<file path="config.mk">
export PLATFORM = sky130hd
export DESIGN_NAME = vimap_core
export DESIGN_NICKNAME = d
export VERILOG_FILES = /design/src/core/vimap_pkg.sv /design/src/core/vimap_core.sv
export SDC_FILE = /design/constraint.sdc
export NUM_CORES = 1
export LEC_CHECK = 0
export ABC_AREA = 1
export BUFFER_PORTS_ARGS = -buffer_cell sky130_fd_sc_hd__buf_2
export CAP_MARGIN = 10
export CORE_MARGIN = 3
export CORE_UTILIZATION = 30
export DETAILED_ROUTE_END_ITERATION = 10
export GPL_ROUTABILITY_DRIVEN = 1
export GPL_TIMING_DRIVEN = 0
export SLEW_MARGIN = 20
export SYNTH_ARGS = -nofsm -noshare
export SYNTH_HDL_FRONTEND = slang
export SYNTH_SLANG_ARGS = --single-unit
</file>
<file path="constraint.sdc">
create_clock -name clk -period 2.38 [get_ports clk]
set_input_delay 0.476 -clock clk [delete_from_list [all_inputs] [get_ports clk]]
set_output_delay 0.476 -clock clk [all_outputs]
set_load 0.005 [all_outputs]
</file>
<file path="src/core/vimap_pkg.sv">
/*
  Constants shared by the virtual input mapper core.
  Assumes a single 40 MHz system clock and a synchronous active-high reset.
*/
package vimap_pkg;
  localparam int VIMAP_NUM_INPUTS = 20;
  localparam int VIMAP_NUM_W = 16;
  localparam int VIMAP_IDX_W = 5;
  localparam logic [VIMAP_NUM_INPUTS-1:0] VIMAP_POLARITY_DEFAULT = 20'h00000;
  localparam logic [VIMAP_NUM_W-1:0] VIMAP_OFFSET_DEFAULT = 16'h0000;
  localparam logic VIMAP_ENABLE_DEFAULT = 1'b0;
  localparam logic [VIMAP_NUM_W-1:0] VIMAP_FIRST_PIN = 16'h0001;
  localparam logic [1:0] VIMAP_SETTLE_EDGES = 2'h3;
endpackage

</file>
<file path="src/core/vimap_core.sv">
/*
  Virtual input mapper: synchronises twenty input pins, resolves their polarity,
  and reports each state change as a virtual input number with its on/off state.
  Assumes the downstream consumer accepts reports with a valid/ready handshake.
*/
`timescale 1ns/1ps
module vimap_core
  import vimap_pkg::*;
(
  // clock and reset
  input wire logic clk,
  input wire logic srst,
  input wire logic clk_en,
  // configuration, latched only at reset
  input wire logic cfg_enable,
  input wire logic [VIMAP_NUM_W-1:0] cfg_virtual_offset,
  input wire logic [VIMAP_NUM_INPUTS-1:0] cfg_active_low,
  // input pins
  input wire logic [VIMAP_NUM_INPUTS-1:0] general_input,
  // report stream
  output logic rpt_valid,
  input wire logic rpt_ready,
  output logic [VIMAP_NUM_W-1:0] rpt_virtual_input_number,
  output logic rpt_state,
  // status
  output logic [VIMAP_NUM_INPUTS-1:0] input_state,
  output logic monitor_active
);

  // latched configuration
  logic enable_q;
  logic [VIMAP_NUM_W-1:0] offset_q;
  logic [VIMAP_NUM_INPUTS-1:0] active_low_q;

  // pin synchroniser stages
  logic [VIMAP_NUM_INPUTS-1:0] sync1_q;
  logic [VIMAP_NUM_INPUTS-1:0] sync2_q;

  // resolved and tracked pin state
  logic [VIMAP_NUM_INPUTS-1:0] resolved;
  logic [VIMAP_NUM_INPUTS-1:0] state_q;
  logic [VIMAP_NUM_INPUTS-1:0] reported_q;
  logic [VIMAP_NUM_INPUTS-1:0] fresh_q;
  logic [VIMAP_NUM_INPUTS-1:0] pending;
  logic [VIMAP_NUM_INPUTS-1:0] take_pin;

  // settling after reset
  logic [1:0] settle_q;
  logic primed;

  // report scan and handshake
  logic step;
  logic launch;
  logic accept;
  logic scan_last;
  logic [VIMAP_IDX_W-1:0] scan_q;
  logic [VIMAP_NUM_W-1:0] num_d;
  logic [VIMAP_NUM_W-1:0] num_q;
  logic st_q;
  logic valid_q;

  // tracking past the synchroniser advances only when enabled and not frozen
  assign step = clk_en & enable_q;

  // config captured at reset only, so live edits cannot disturb a running map
  always_ff @(posedge clk) begin
    if (srst) begin
      enable_q <= cfg_enable;
    end
  end

  always_ff @(posedge clk) begin
    if (srst) begin
      offset_q <= cfg_virtual_offset;
    end
  end

  always_ff @(posedge clk) begin
    if (srst) begin
      active_low_q <= cfg_active_low;
    end
  end

  // first synchroniser stage; read only by the second stage
  always_ff @(posedge clk) begin
    if (srst) begin
      sync1_q <= '0;
    end else if (clk_en) begin
      sync1_q <= general_input;
    end
  end

  // second synchroniser stage
  always_ff @(posedge clk) begin
    if (srst) begin
      sync2_q <= '0;
    end else if (clk_en) begin
      sync2_q <= sync1_q;
    end
  end

  // resolved state snapshot, one bit per physical pin
  always_ff @(posedge clk) begin
    if (srst) begin
      state_q <= '0;
    end else if (step) begin
      state_q <= resolved;
    end
  end

  // pending reports wait until the synchroniser has flushed its reset zeros,
  // otherwise a pin would be reported once with a stale state
  always_ff @(posedge clk) begin
    if (srst) begin
      settle_q <= '0;
    end else if (step && (settle_q != VIMAP_SETTLE_EDGES)) begin
      settle_q <= settle_q + 2'h1;
    end
  end

  assign primed = (settle_q == VIMAP_SETTLE_EDGES);

  // a launch happens only from idle, an accept only while a report stands
  assign launch = step & ~valid_q & pending[scan_q];
  assign accept = step & valid_q & rpt_ready;

  genvar gi;
  generate
    for (gi = 0; gi < VIMAP_NUM_INPUTS; gi++) begin : g_pin
      assign resolved[gi] = sync2_q[gi] ^ active_low_q[gi];

      assign take_pin[gi] = launch & (scan_q == VIMAP_IDX_W'(gi));

      // fresh pins are reported once after reset, on or off alike
      assign pending[gi] = primed & (fresh_q[gi] | (state_q[gi] ^ reported_q[gi]));

      always_ff @(posedge clk) begin
        if (srst) begin
          reported_q[gi] <= 1'b0;
        end else if (take_pin[gi]) begin
          reported_q[gi] <= state_q[gi];
        end
      end

      always_ff @(posedge clk) begin
        if (srst) begin
          fresh_q[gi] <= 1'b1;
        end else if (take_pin[gi]) begin
          fresh_q[gi] <= 1'b0;
        end
      end
    end
  endgenerate

  // round-robin scan; it parks while a report stands, so at most one is in flight
  assign scan_last = (scan_q == VIMAP_IDX_W'(VIMAP_NUM_INPUTS - 1));

  always_ff @(posedge clk) begin
    if (srst) begin
      scan_q <= '0;
    end else if (step && !valid_q) begin
      if (scan_last) begin
        scan_q <= '0;
      end else begin
        scan_q <= scan_q + 1'b1;
      end
    end
  end

  // report valid: set on launch, cleared on accept
  always_ff @(posedge clk) begin
    if (srst) begin
      valid_q <= 1'b0;
    end else if (accept) begin
      valid_q <= 1'b0;
    end else if (launch) begin
      valid_q <= 1'b1;
    end
  end

  // number wraps modulo the offset width; users keep offsets apart
  assign num_d = offset_q + VIMAP_FIRST_PIN + VIMAP_NUM_W'(scan_q);

  always_ff @(posedge clk) begin
    if (srst) begin
      num_q <= '0;
    end else if (launch) begin
      num_q <= num_d;
    end
  end

  always_ff @(posedge clk) begin
    if (srst) begin
      st_q <= 1'b0;
    end else if (launch) begin
      st_q <= state_q[scan_q];
    end
  end

  // outputs
  assign rpt_valid = valid_q & enable_q;

  assign rpt_virtual_input_number = num_q;

  assign rpt_state = st_q;

  assign input_state = state_q;

  assign monitor_active = enable_q;

endmodule

</file>
==> impl_metrics.yaml, run 1 <==
global_routing:
  grtUsageMet2_pct: 22.7
  grt_pass1_wl_um: 28900
  grtUsageMet3_pct: 2.99
  use_met1_pct: 18.8
  antenna_found_initial: 0
  busiest_layer: "met2"
  grt.total_usage_pct: 14.0
  grt_max_degree: 41
  grt_pass1_vias: 5707
  overflow: 0
power_and_ir_drop:
  peakVddDrop_mv: 0.500
  power_leakage_nw: 3.74
  p_clk_share_pct: 41.7
  power.net_switching_mw: 1.66
  report.power.total_mw: 6.20
  p_seq_share_pct: 49.5
  combPwrFrac_pct: 8.8
  switching_share_pct: 26.7
  p_int_mw: 4.54
  p_per_area_nw_per_um2: 725
drt:
  ant_nets: 0
  drt_iter0_markers: 361
  wl_per_cell_um: 13.2
  drt_wl_total_um: 17500
  drc: 0
  routed_via_density: 4.48
  vias: 5940
  drt-pass1-iter-count: 5
cells_and_area:
  diodes: 0
  final_common_cell: "nand2_1"
  num-nets-final: 1074
  final_cells: 1327
  regArea_um2: 3620
  layout-drive-gt1-share_pct: 17.6
  finish.utilization_pct: 37.3
  multi_input_area_um2: 3040
  fill_cells: 2368
  area_delta_synth_final_pct: 20.8
  final_cell_mix: "nand2_1, nor2_1, dfxtp_1"
clock_tree:
  tritoncts: "done"
  insertion_delay_ns: 0.43
  cts_max_path_buffers: 2
  clkSinkCount: 162
  htreeDepth: 4
  ctsRootBufferMaster: "clkbuf_16"
  cts_inserted_buffers: 17
  clk_pin_slew_ns: 0.07
worst_setup_path:
  required_ns: 2.74
  cp-start-kind: "flip-flop"
  crit_type: "flip-flop to flip-flop"
  endpoint_kind: "flip-flop"
  critPathArrivalTime_ns: 2.55
  critPathMaxFanout: 19
synthesis:
  synthFlopType: "dfxtp_1"
  synth_cell_types: 43
  synth-seq-cells: 162
  synthArstFlopShare_pct: 0
  synth_top_area_cell: "dfxtp_1"
  seq_area_frac_synth_pct: 51.1
  synthesis.nets: 955
  synth-edff-count: 37
  syn_inst: 882
  syn_area_um2: 7080
  yosys-top-cells-area: "dfxtp_1, edfxtp_1, nand2_1"
  synth_top_area_share_pct: 35.4
  synth.avg_cell_area_um2: 8.02
  ys_warn_count: 0
floorplanning:
  start_util_pct: 30.9
  rows: 55
  core_area_um2: 22900
  fp.dieW_um: 160
  dieArea_um2: 25500
  die_y_um: 160
  ios: 100
placed_design:
  dp.cells: 1294
  gp_congestion: 0.868
  io_buffers: 99
  hpwl_um: 13000
timing:
  fin_skew_ns: 0.0101
  fmax_ghz: 0.456
  finalCriticalPeriod_ns: 2.19
  grt_setup_unrepaired: "no"
  setup_viol: 0
  fin_setup_tns_ns: 0
  worstMarginPinSlew_ns: 0.999
  finalMaxSlewViolations: 0
  fin_crit_sh_pct: 92.2
  slew_headroom_pct: 33.4
  hold_slack_ns: 0.215
  hold_viol: 0
run_status:
  status: "completed"
hold_path:
  hold_class: "primary input to flip-flop"
flow_run:
  drv_cap: 0
synthesized netlist by cell type (9+ instances only):
library cell / number
edfxtp_1: 37
xor2_1: 10
dfxtp_1: 125
o21ai_0: 74
nand2_1: 180
nor2_1: 167
xnor2_1: 24
inv_1: 66
nand2_2: 11
a21oi_2: 9
clkbuf_1: 30
nand4_1: 22
ha_1: 11
nand3_1: 23
a21oi_1: 52
metal layers:
layer | part of all wire [%] | vias up
li1 | - | 3108
met1 | 48 | 2686
met2 | 46 | 129
met3 | 4.5 | 17
met4 | 1.3 | 0
met5 | 0 | -
flip-flops by register name, indices dropped and copies added, names as in the netlist:
| name | flops |
|---|---|
| fresh_q | 20 |
| valid_q | 1 |
| sync2_q | 20 |
| active_low_q | 20 |
| reported_q | 20 |
| input_state | 20 |
| rpt_state | 1 |
| offset_q | 16 |
| settle_q | 2 |
| monitor_active | 1 |
| rpt_virtual_input_number | 16 |
| sync1_q | 20 |
| scan_q | 5 |
kinds of logic (layout without fill, tap and decap cells):
| family | Yosys count | after routing | share of synthesized area [%] |
|---|---|---|---|
| and+or+nand+nor | 417 | 417 | 24.7 |
| DFF | 162 | 162 | 51.1 |
| adders and majority gates | 12 | 12 | 2.23 |
| xor gates and xnor gates | 34 | 34 | 4.21 |
| AOI/OAI and AO/OA | 150 | 150 | 11.6 |
| buffers and inverters | 107 | 239 | 6.19 |
worst paths after layout:
path | slack (ns) | start | end | cells past startpoint
worst max register to register | 0.19 | scan_q[0]$_SDFFE_PP0P_ | rpt_virtual_input_number[12]$_SDFFE_PP0P_ | 13
worst min-delay path | 0.22 | cfg_active_low[17] | active_low_q[17]$_DFFE_PP_ | 1
worst max-delay path | 0.19 | scan_q[0]$_SDFFE_PP0P_ | rpt_virtual_input_number[12]$_SDFFE_PP0P_ | 13
worst min register to register | 0.44 | fresh_q[16]$_SDFFE_PP1P_ | fresh_q[16]$_SDFFE_PP1P_ | 2
what timing repair did:
action	CTS	global route
hold buffers	0	0
setup endpoints to repair	7	10
buffers inserted	1	1
hold endpoints to repair	0	0
pin swaps	0	3
resized for setup	3	5
final cells by class:
class	instances	share of cell area (%)
flip-flops and latches	162	42.3
clock buffers	18	5.02
inverters	71	3.23
repair buffers	101	5.97
clock inverters	14	1.43
well taps	313	4.58
multi-input cells	613	35.6
plain buffers	35	1.92
through the flow:
| stage | setup slack, ns | cell area (um2) |
|---|---|---|
| after floorplan | 0.00109 | 7080 |
| after global placement | -0.412 | 7970 |
| after CTS | 0.0306 | 8530 |
| after global routing | 0.0157 | 8550 |
| after detailed placement | -0.416 | 7970 |
| final | 0.186 | 8550 |
power by group through the flow:
stage	clock network [mW]	registers (mW)	logic, mW
global route	2.75	3.08	0.624
finish	2.58	3.07	0.548
CTS	2.65	3.06	0.551
global placement	0	3.12	0.542
floorplan	0	3.09	0.342
detailed placement	0	3.13	0.545
worst max-delay path, cell delays in order, from the launching register on:
cell	delay, ns
dfxtp_2	0.35
buf_6	0.11
inv_4	0.09
ha_2	0.20
fa_2	0.35
o21ai_1	0.15
nand2_1	0.10
nand2_1	0.08
nand2_2	0.08
nor2_2	0.15
nand4_1	0.11
xnor2_1	0.20
nand2_2	0.07
a21oi_2	0.10
Power figures use the tool's default switching activity.
==> run 2, diff against run 1 <==
- RECOVER_POWER: not set -> 50
==> impl_metrics.yaml, run 2 (synthesis results as in run 1) <==
cells_and_area:
  final_cell_mix: "nand2_1, nor2_1, dfxtp_1"
  layout-drive-gt1-share_pct: 14.9
  area_delta_synth_final_pct: 20.3
  num-nets-final: 1074
  final_common_cell: "nand2_1"
  diodes: 0
timing:
  hold_slack_ns: 0.216
  finalMaxSlewViolations: 0
  finalCriticalPeriod_ns: 2.19
  grt_setup_unrepaired: "no"
  fmax_ghz: 0.456
  setup_viol: 0
  worstMarginPinSlew_ns: 0.994
  hold_viol: 0
  fin_skew_ns: 0.0102
  fin_crit_sh_pct: 92.2
  slew_headroom_pct: 33.7
power_and_ir_drop:
  p_per_area_nw_per_um2: 727
  peakVddDrop_mv: 0.497
  report.power.total_mw: 6.19
  power_leakage_nw: 3.64
clock_tree:
  ctsRootBufferMaster: "clkbuf_16"
  cts_inserted_buffers: 17
  insertion_delay_ns: 0.43
  cts_hold_buf: 0
  cts_max_path_buffers: 2
  htreeDepth: 4
  clk_pin_slew_ns: 0.07
  clkSinkCount: 162
  tritoncts: "done"
drt:
  drt_wl_total_um: 17500
  drt-pass1-iter-count: 5
  wl_per_cell_um: 13.2
  vias: 5954
  ant_nets: 0
  routed_via_density: 4.49
  drt_iter0_markers: 362
  drc: 0
placed_design:
  gp_congestion: 0.868
  hpwl_um: 13000
  io_buffers: 99
hold_path:
  hold_class: "primary input to flip-flop"
floorplanning:
  start_util_pct: 30.9
  ios: 100
  rows: 55
  die_y_um: 160
  core_area_um2: 22900
  fp.dieW_um: 160
  dieArea_um2: 25500
global_routing:
  antenna_found_initial: 0
  grt_max_degree: 41
  grt_pass1_vias: 5707
  overflow: 0
  grt_pass1_wl_um: 28900
  grt.total_usage_pct: 14.0
worst_setup_path:
  cp-start-kind: "flip-flop"
  required_ns: 2.74
  critPathMaxFanout: 19
  crit_type: "flip-flop to flip-flop"
  endpoint_kind: "flip-flop"
  critPathArrivalTime_ns: 2.55
run_status:
  status: "completed"
flow_run:
  drv_cap: 0
## run 2: area by class of cell
cell class / count / area, um2
plain buffers: 35 / 164
flip-flops and latches: 162 / 3620
well taps: 313 / 392
fillers: 2378 / 14400
clock buffers: 18 / 429
multi-input cells: 613 / 3040
inverters: 71 / 277
repair buffers: 101 / 477
clock inverters: 14 / 123
## run 2: power by group
| part | switching [mW] | leakage, nW | internal [mW] |
|---|---|---|---|
| Clock | 1.21 | 0.272 | 1.37 |
| Combinational | 0.333 | 1.98 | 0.209 |
| Sequential | 0.116 | 1.38 | 2.95 |
| Total | 1.66 | 3.64 | 4.53 |
## run 2: final timing paths
kind | end | start | slack [ns] | cells past startpoint
worst max-delay path | rpt_virtual_input_number[12]$_SDFFE_PP0P_ | scan_q[0]$_SDFFE_PP0P_ | 0.19 | 13
worst min-delay path | active_low_q[17]$_DFFE_PP_ | cfg_active_low[17] | 0.22 | 1
worst max register to register | rpt_virtual_input_number[12]$_SDFFE_PP0P_ | scan_q[0]$_SDFFE_PP0P_ | 0.19 | 13
worst min register to register | fresh_q[16]$_SDFFE_PP1P_ | fresh_q[16]$_SDFFE_PP1P_ | 0.44 | 2
## run 2: repair_timing
action                                  in CTS  in global routing
gates resized for setup                      3                  5
pin swaps                                    0                  3
setup buffers                                1                  1
endpoints found under the setup margin       7                 10
## run 2: layer usage
metal	vias to the layer above	wire [um]	track usage (%)
met2	141	8050	22.7
li1	3108	-	-
met1	2684	8460	18.8
met5	-	0	0
met4	0	250	4.14
met3	21	768	2.99
## run 2: critical path, cell delays in order, from the launching register on
cell and delay (ns):
dfxtp_2 0.35, buf_6 0.10, inv_4 0.09, ha_2 0.20, fa_2 0.35, o21ai_1 0.15
nand2_1 0.10, nand2_1 0.08, nand2_2 0.08, nor2_2 0.15, nand4_1 0.11, xnor2_1 0.20
nand2_2 0.07, a21oi_2 0.10
## run 2: through the flow
stage	cells	setup slack [ns]	area (um2)	utilization (%)	setup TNS [ns]
final	1327	0.186	8520	37.2	0
after global routing	1327	0.0157	8520	37.2	0
after CTS	1326	0.0306	8530	37.2	0
after detailed placement	1294	-0.416	7970	34.8	-4.64
after global placement	1294	-0.412	7970	34.8	-3.24
after floorplan	882	0.00109	7080	-	0
==> run 3, diff against run 2 <==
- CORE_UTILIZATION: 30 -> 40
==> impl_metrics.yaml, run 3 (synthesis results as in run 1) <==
power_and_ir_drop:
  report.power.total_mw: 6.29
  p_per_area_nw_per_um2: 745
  p_clk_share_pct: 42.6
  peakVddDrop_mv: 0.527
  power_leakage_nw: 3.63
  power.net_switching_mw: 1.56
  switching_share_pct: 24.8
  p_int_mw: 4.73
  combPwrFrac_pct: 8.6
  p_seq_share_pct: 48.8
cells_and_area:
  diodes: 0
  final_common_cell: "nand2_1"
  area_delta_synth_final_pct: 19.4
  num-nets-final: 1074
  layout-drive-gt1-share_pct: 14.6
  final_cells: 1239
  final_cell_mix: "nand2_1, nor2_1, dfxtp_1"
run_status:
  status: "completed"
floorplanning:
  fp.dieW_um: 139
  ios: 100
  start_util_pct: 40.9
  core_area_um2: 17300
  dieArea_um2: 19300
  rows: 48
  die_y_um: 139
placed_design:
  hpwl_um: 12700
  gp_congestion: 0.872
  io_buffers: 99
  dp.cells: 1206
  pre_cts_ws_ns: -0.529
worst_setup_path:
  path_cells: "buf_6 -> inv_4 -> ha_2 -> fa_2 -> o21ai_2 -> nand2_2 -> a21boi_0 -> nand2_1 -> xor2_1 -> nand2_2 -> a21oi_2"
  endpoint_kind: "flip-flop"
  critPathMaxFanout: 19
  critPathArrivalTime_ns: 2.52
  crit_path_max_incr_delay_ns: 0.37
  crit_top_cell: "nand2_2"
  cp-start-kind: "flip-flop"
  slowest_stage: "fa_2"
  crit_type: "flip-flop to flip-flop"
  required_ns: 2.66
  reg2regPathDepth: 11
timing:
  setup_viol: 0
  grt_setup_unrepaired: "yes"
  slew_headroom_pct: 34.3
  fin_setup_tns_ns: 0
  hold_viol: 0
  fin_skew_ns: 0.00870
  layout_setup_ws_ns: 0.149
  hold_slack_ns: 0.221
  finalMaxSlewViolations: 0
  finalCriticalPeriod_ns: 2.23
  fmax_ghz: 0.448
  fin_crit_sh_pct: 93.7
  worstMarginPinSlew_ns: 0.985
hold_path:
  hold_depth: 1
  hold_class: "primary input to flip-flop"
clock_tree:
  ctsRootBufferMaster: "clkbuf_16"
  insertion_delay_ns: 0.42
  clk_pin_slew_ns: 0.07
  tritoncts: "done"
  cts_inserted_buffers: 17
  cts_hold_buf: 0
  cts_max_path_buffers: 2
  clkSinkCount: 162
  htreeDepth: 4
drt:
  drt_iter0_markers: 377
  ant_nets: 0
  routed_via_density: 4.80
  vias: 5945
  drc: 0
  wl_per_cell_um: 14.1
  drt-pass1-iter-count: 5
  drt_wl_total_um: 17400
global_routing:
  grt_pass1_wl_um: 28600
  antenna_found_initial: 1
  grt_max_degree: 41
  grt_pass1_vias: 5684
  grt.total_usage_pct: 18.2
  overflow: 0
flow_run:
  drv_cap: 0
## run 3: cell types whose count changed in the layout (fill, tap and decap cells not counted), moves of 2 or more
cell / change
clkinvlp_4: +2
inv_6: -2
buf_2: -5
clkbuf_1: +4
bufinv_16: +2
inv_8: -4
## run 3: critical path: cells and delay by family, from the launching register on
| kind | cells | cell delay [ns] |
|---|---|---|
| adders and majority gates | 2 | 0.58 |
| AOI/OAI and AO/OA | 3 | 0.51 |
| DFF | 1 | 0.36 |
| and+or+nand+nor | 3 | 0.27 |
| buffers and inverters | 2 | 0.21 |
| xor gates and xnor gates | 1 | 0.16 |
## run 3: metal layers
metal	wire length [um]	up-vias	global-route usage [%]	part of all wire, %
met1	8300	2682	24.4	48
li1	-	3094	-	-
met4	339	2	6.44	1.9
met5	13	-	0	0.075
met2	7970	138	29.6	46
met3	791	29	3.55	4.5
## run 3: area by class of cell
class | instances | area [um2]
fill | 1756 | 8840
sequential | 162 | 3620
multi-input combinational | 613 | 3050
timing repair buffer | 101 | 472
tap | 225 | 282
clock inverter | 13 | 138
inverter | 71 | 279
buffer | 35 | 170
clock buffer | 19 | 443
## run 3: per-stage QoR
stage / utilization [%] / area, um2
floorplan: - / 7080
global placement: 45.4 / 7860
detailed placement: 45.4 / 7860
CTS: 48.9 / 8460
global route: 48.9 / 8450
finish: 48.9 / 8450
## run 3: power by group through the flow
stage	clock (mW)	combinational, mW	sequential, mW
6_report	2.68	0.543	3.07
5_1_grt	2.85	0.616	3.09
4_1_cts	2.73	0.554	3.07
3_5_place_dp	0	0.545	3.13
3_3_place_gp	0	0.541	3.12
2_1_floorplan	0	0.342	3.09
## run 3: timing repair
action,CTS,global route
pin swaps,2,3
endpoints found under the hold margin,0,0
buffers inserted,2,0
resized for setup,6,9
setup endpoints to repair,8,10
## run 3: worst paths after layout
kind / startpoint / endpoint / slack, ns
setup reg to reg: scan_q[0]$_SDFFE_PP0P_ / rpt_virtual_input_number[14]$_SDFFE_PP0P_ / 0.15
hold reg to reg: fresh_q[12]$_SDFFE_PP1P_ / fresh_q[12]$_SDFFE_PP1P_ / 0.45
hold / removal: cfg_active_low[7] / active_low_q[7]$_DFFE_PP_ / 0.22
setup / recovery: scan_q[0]$_SDFFE_PP0P_ / rpt_virtual_input_number[14]$_SDFFE_PP0P_ / 0.15
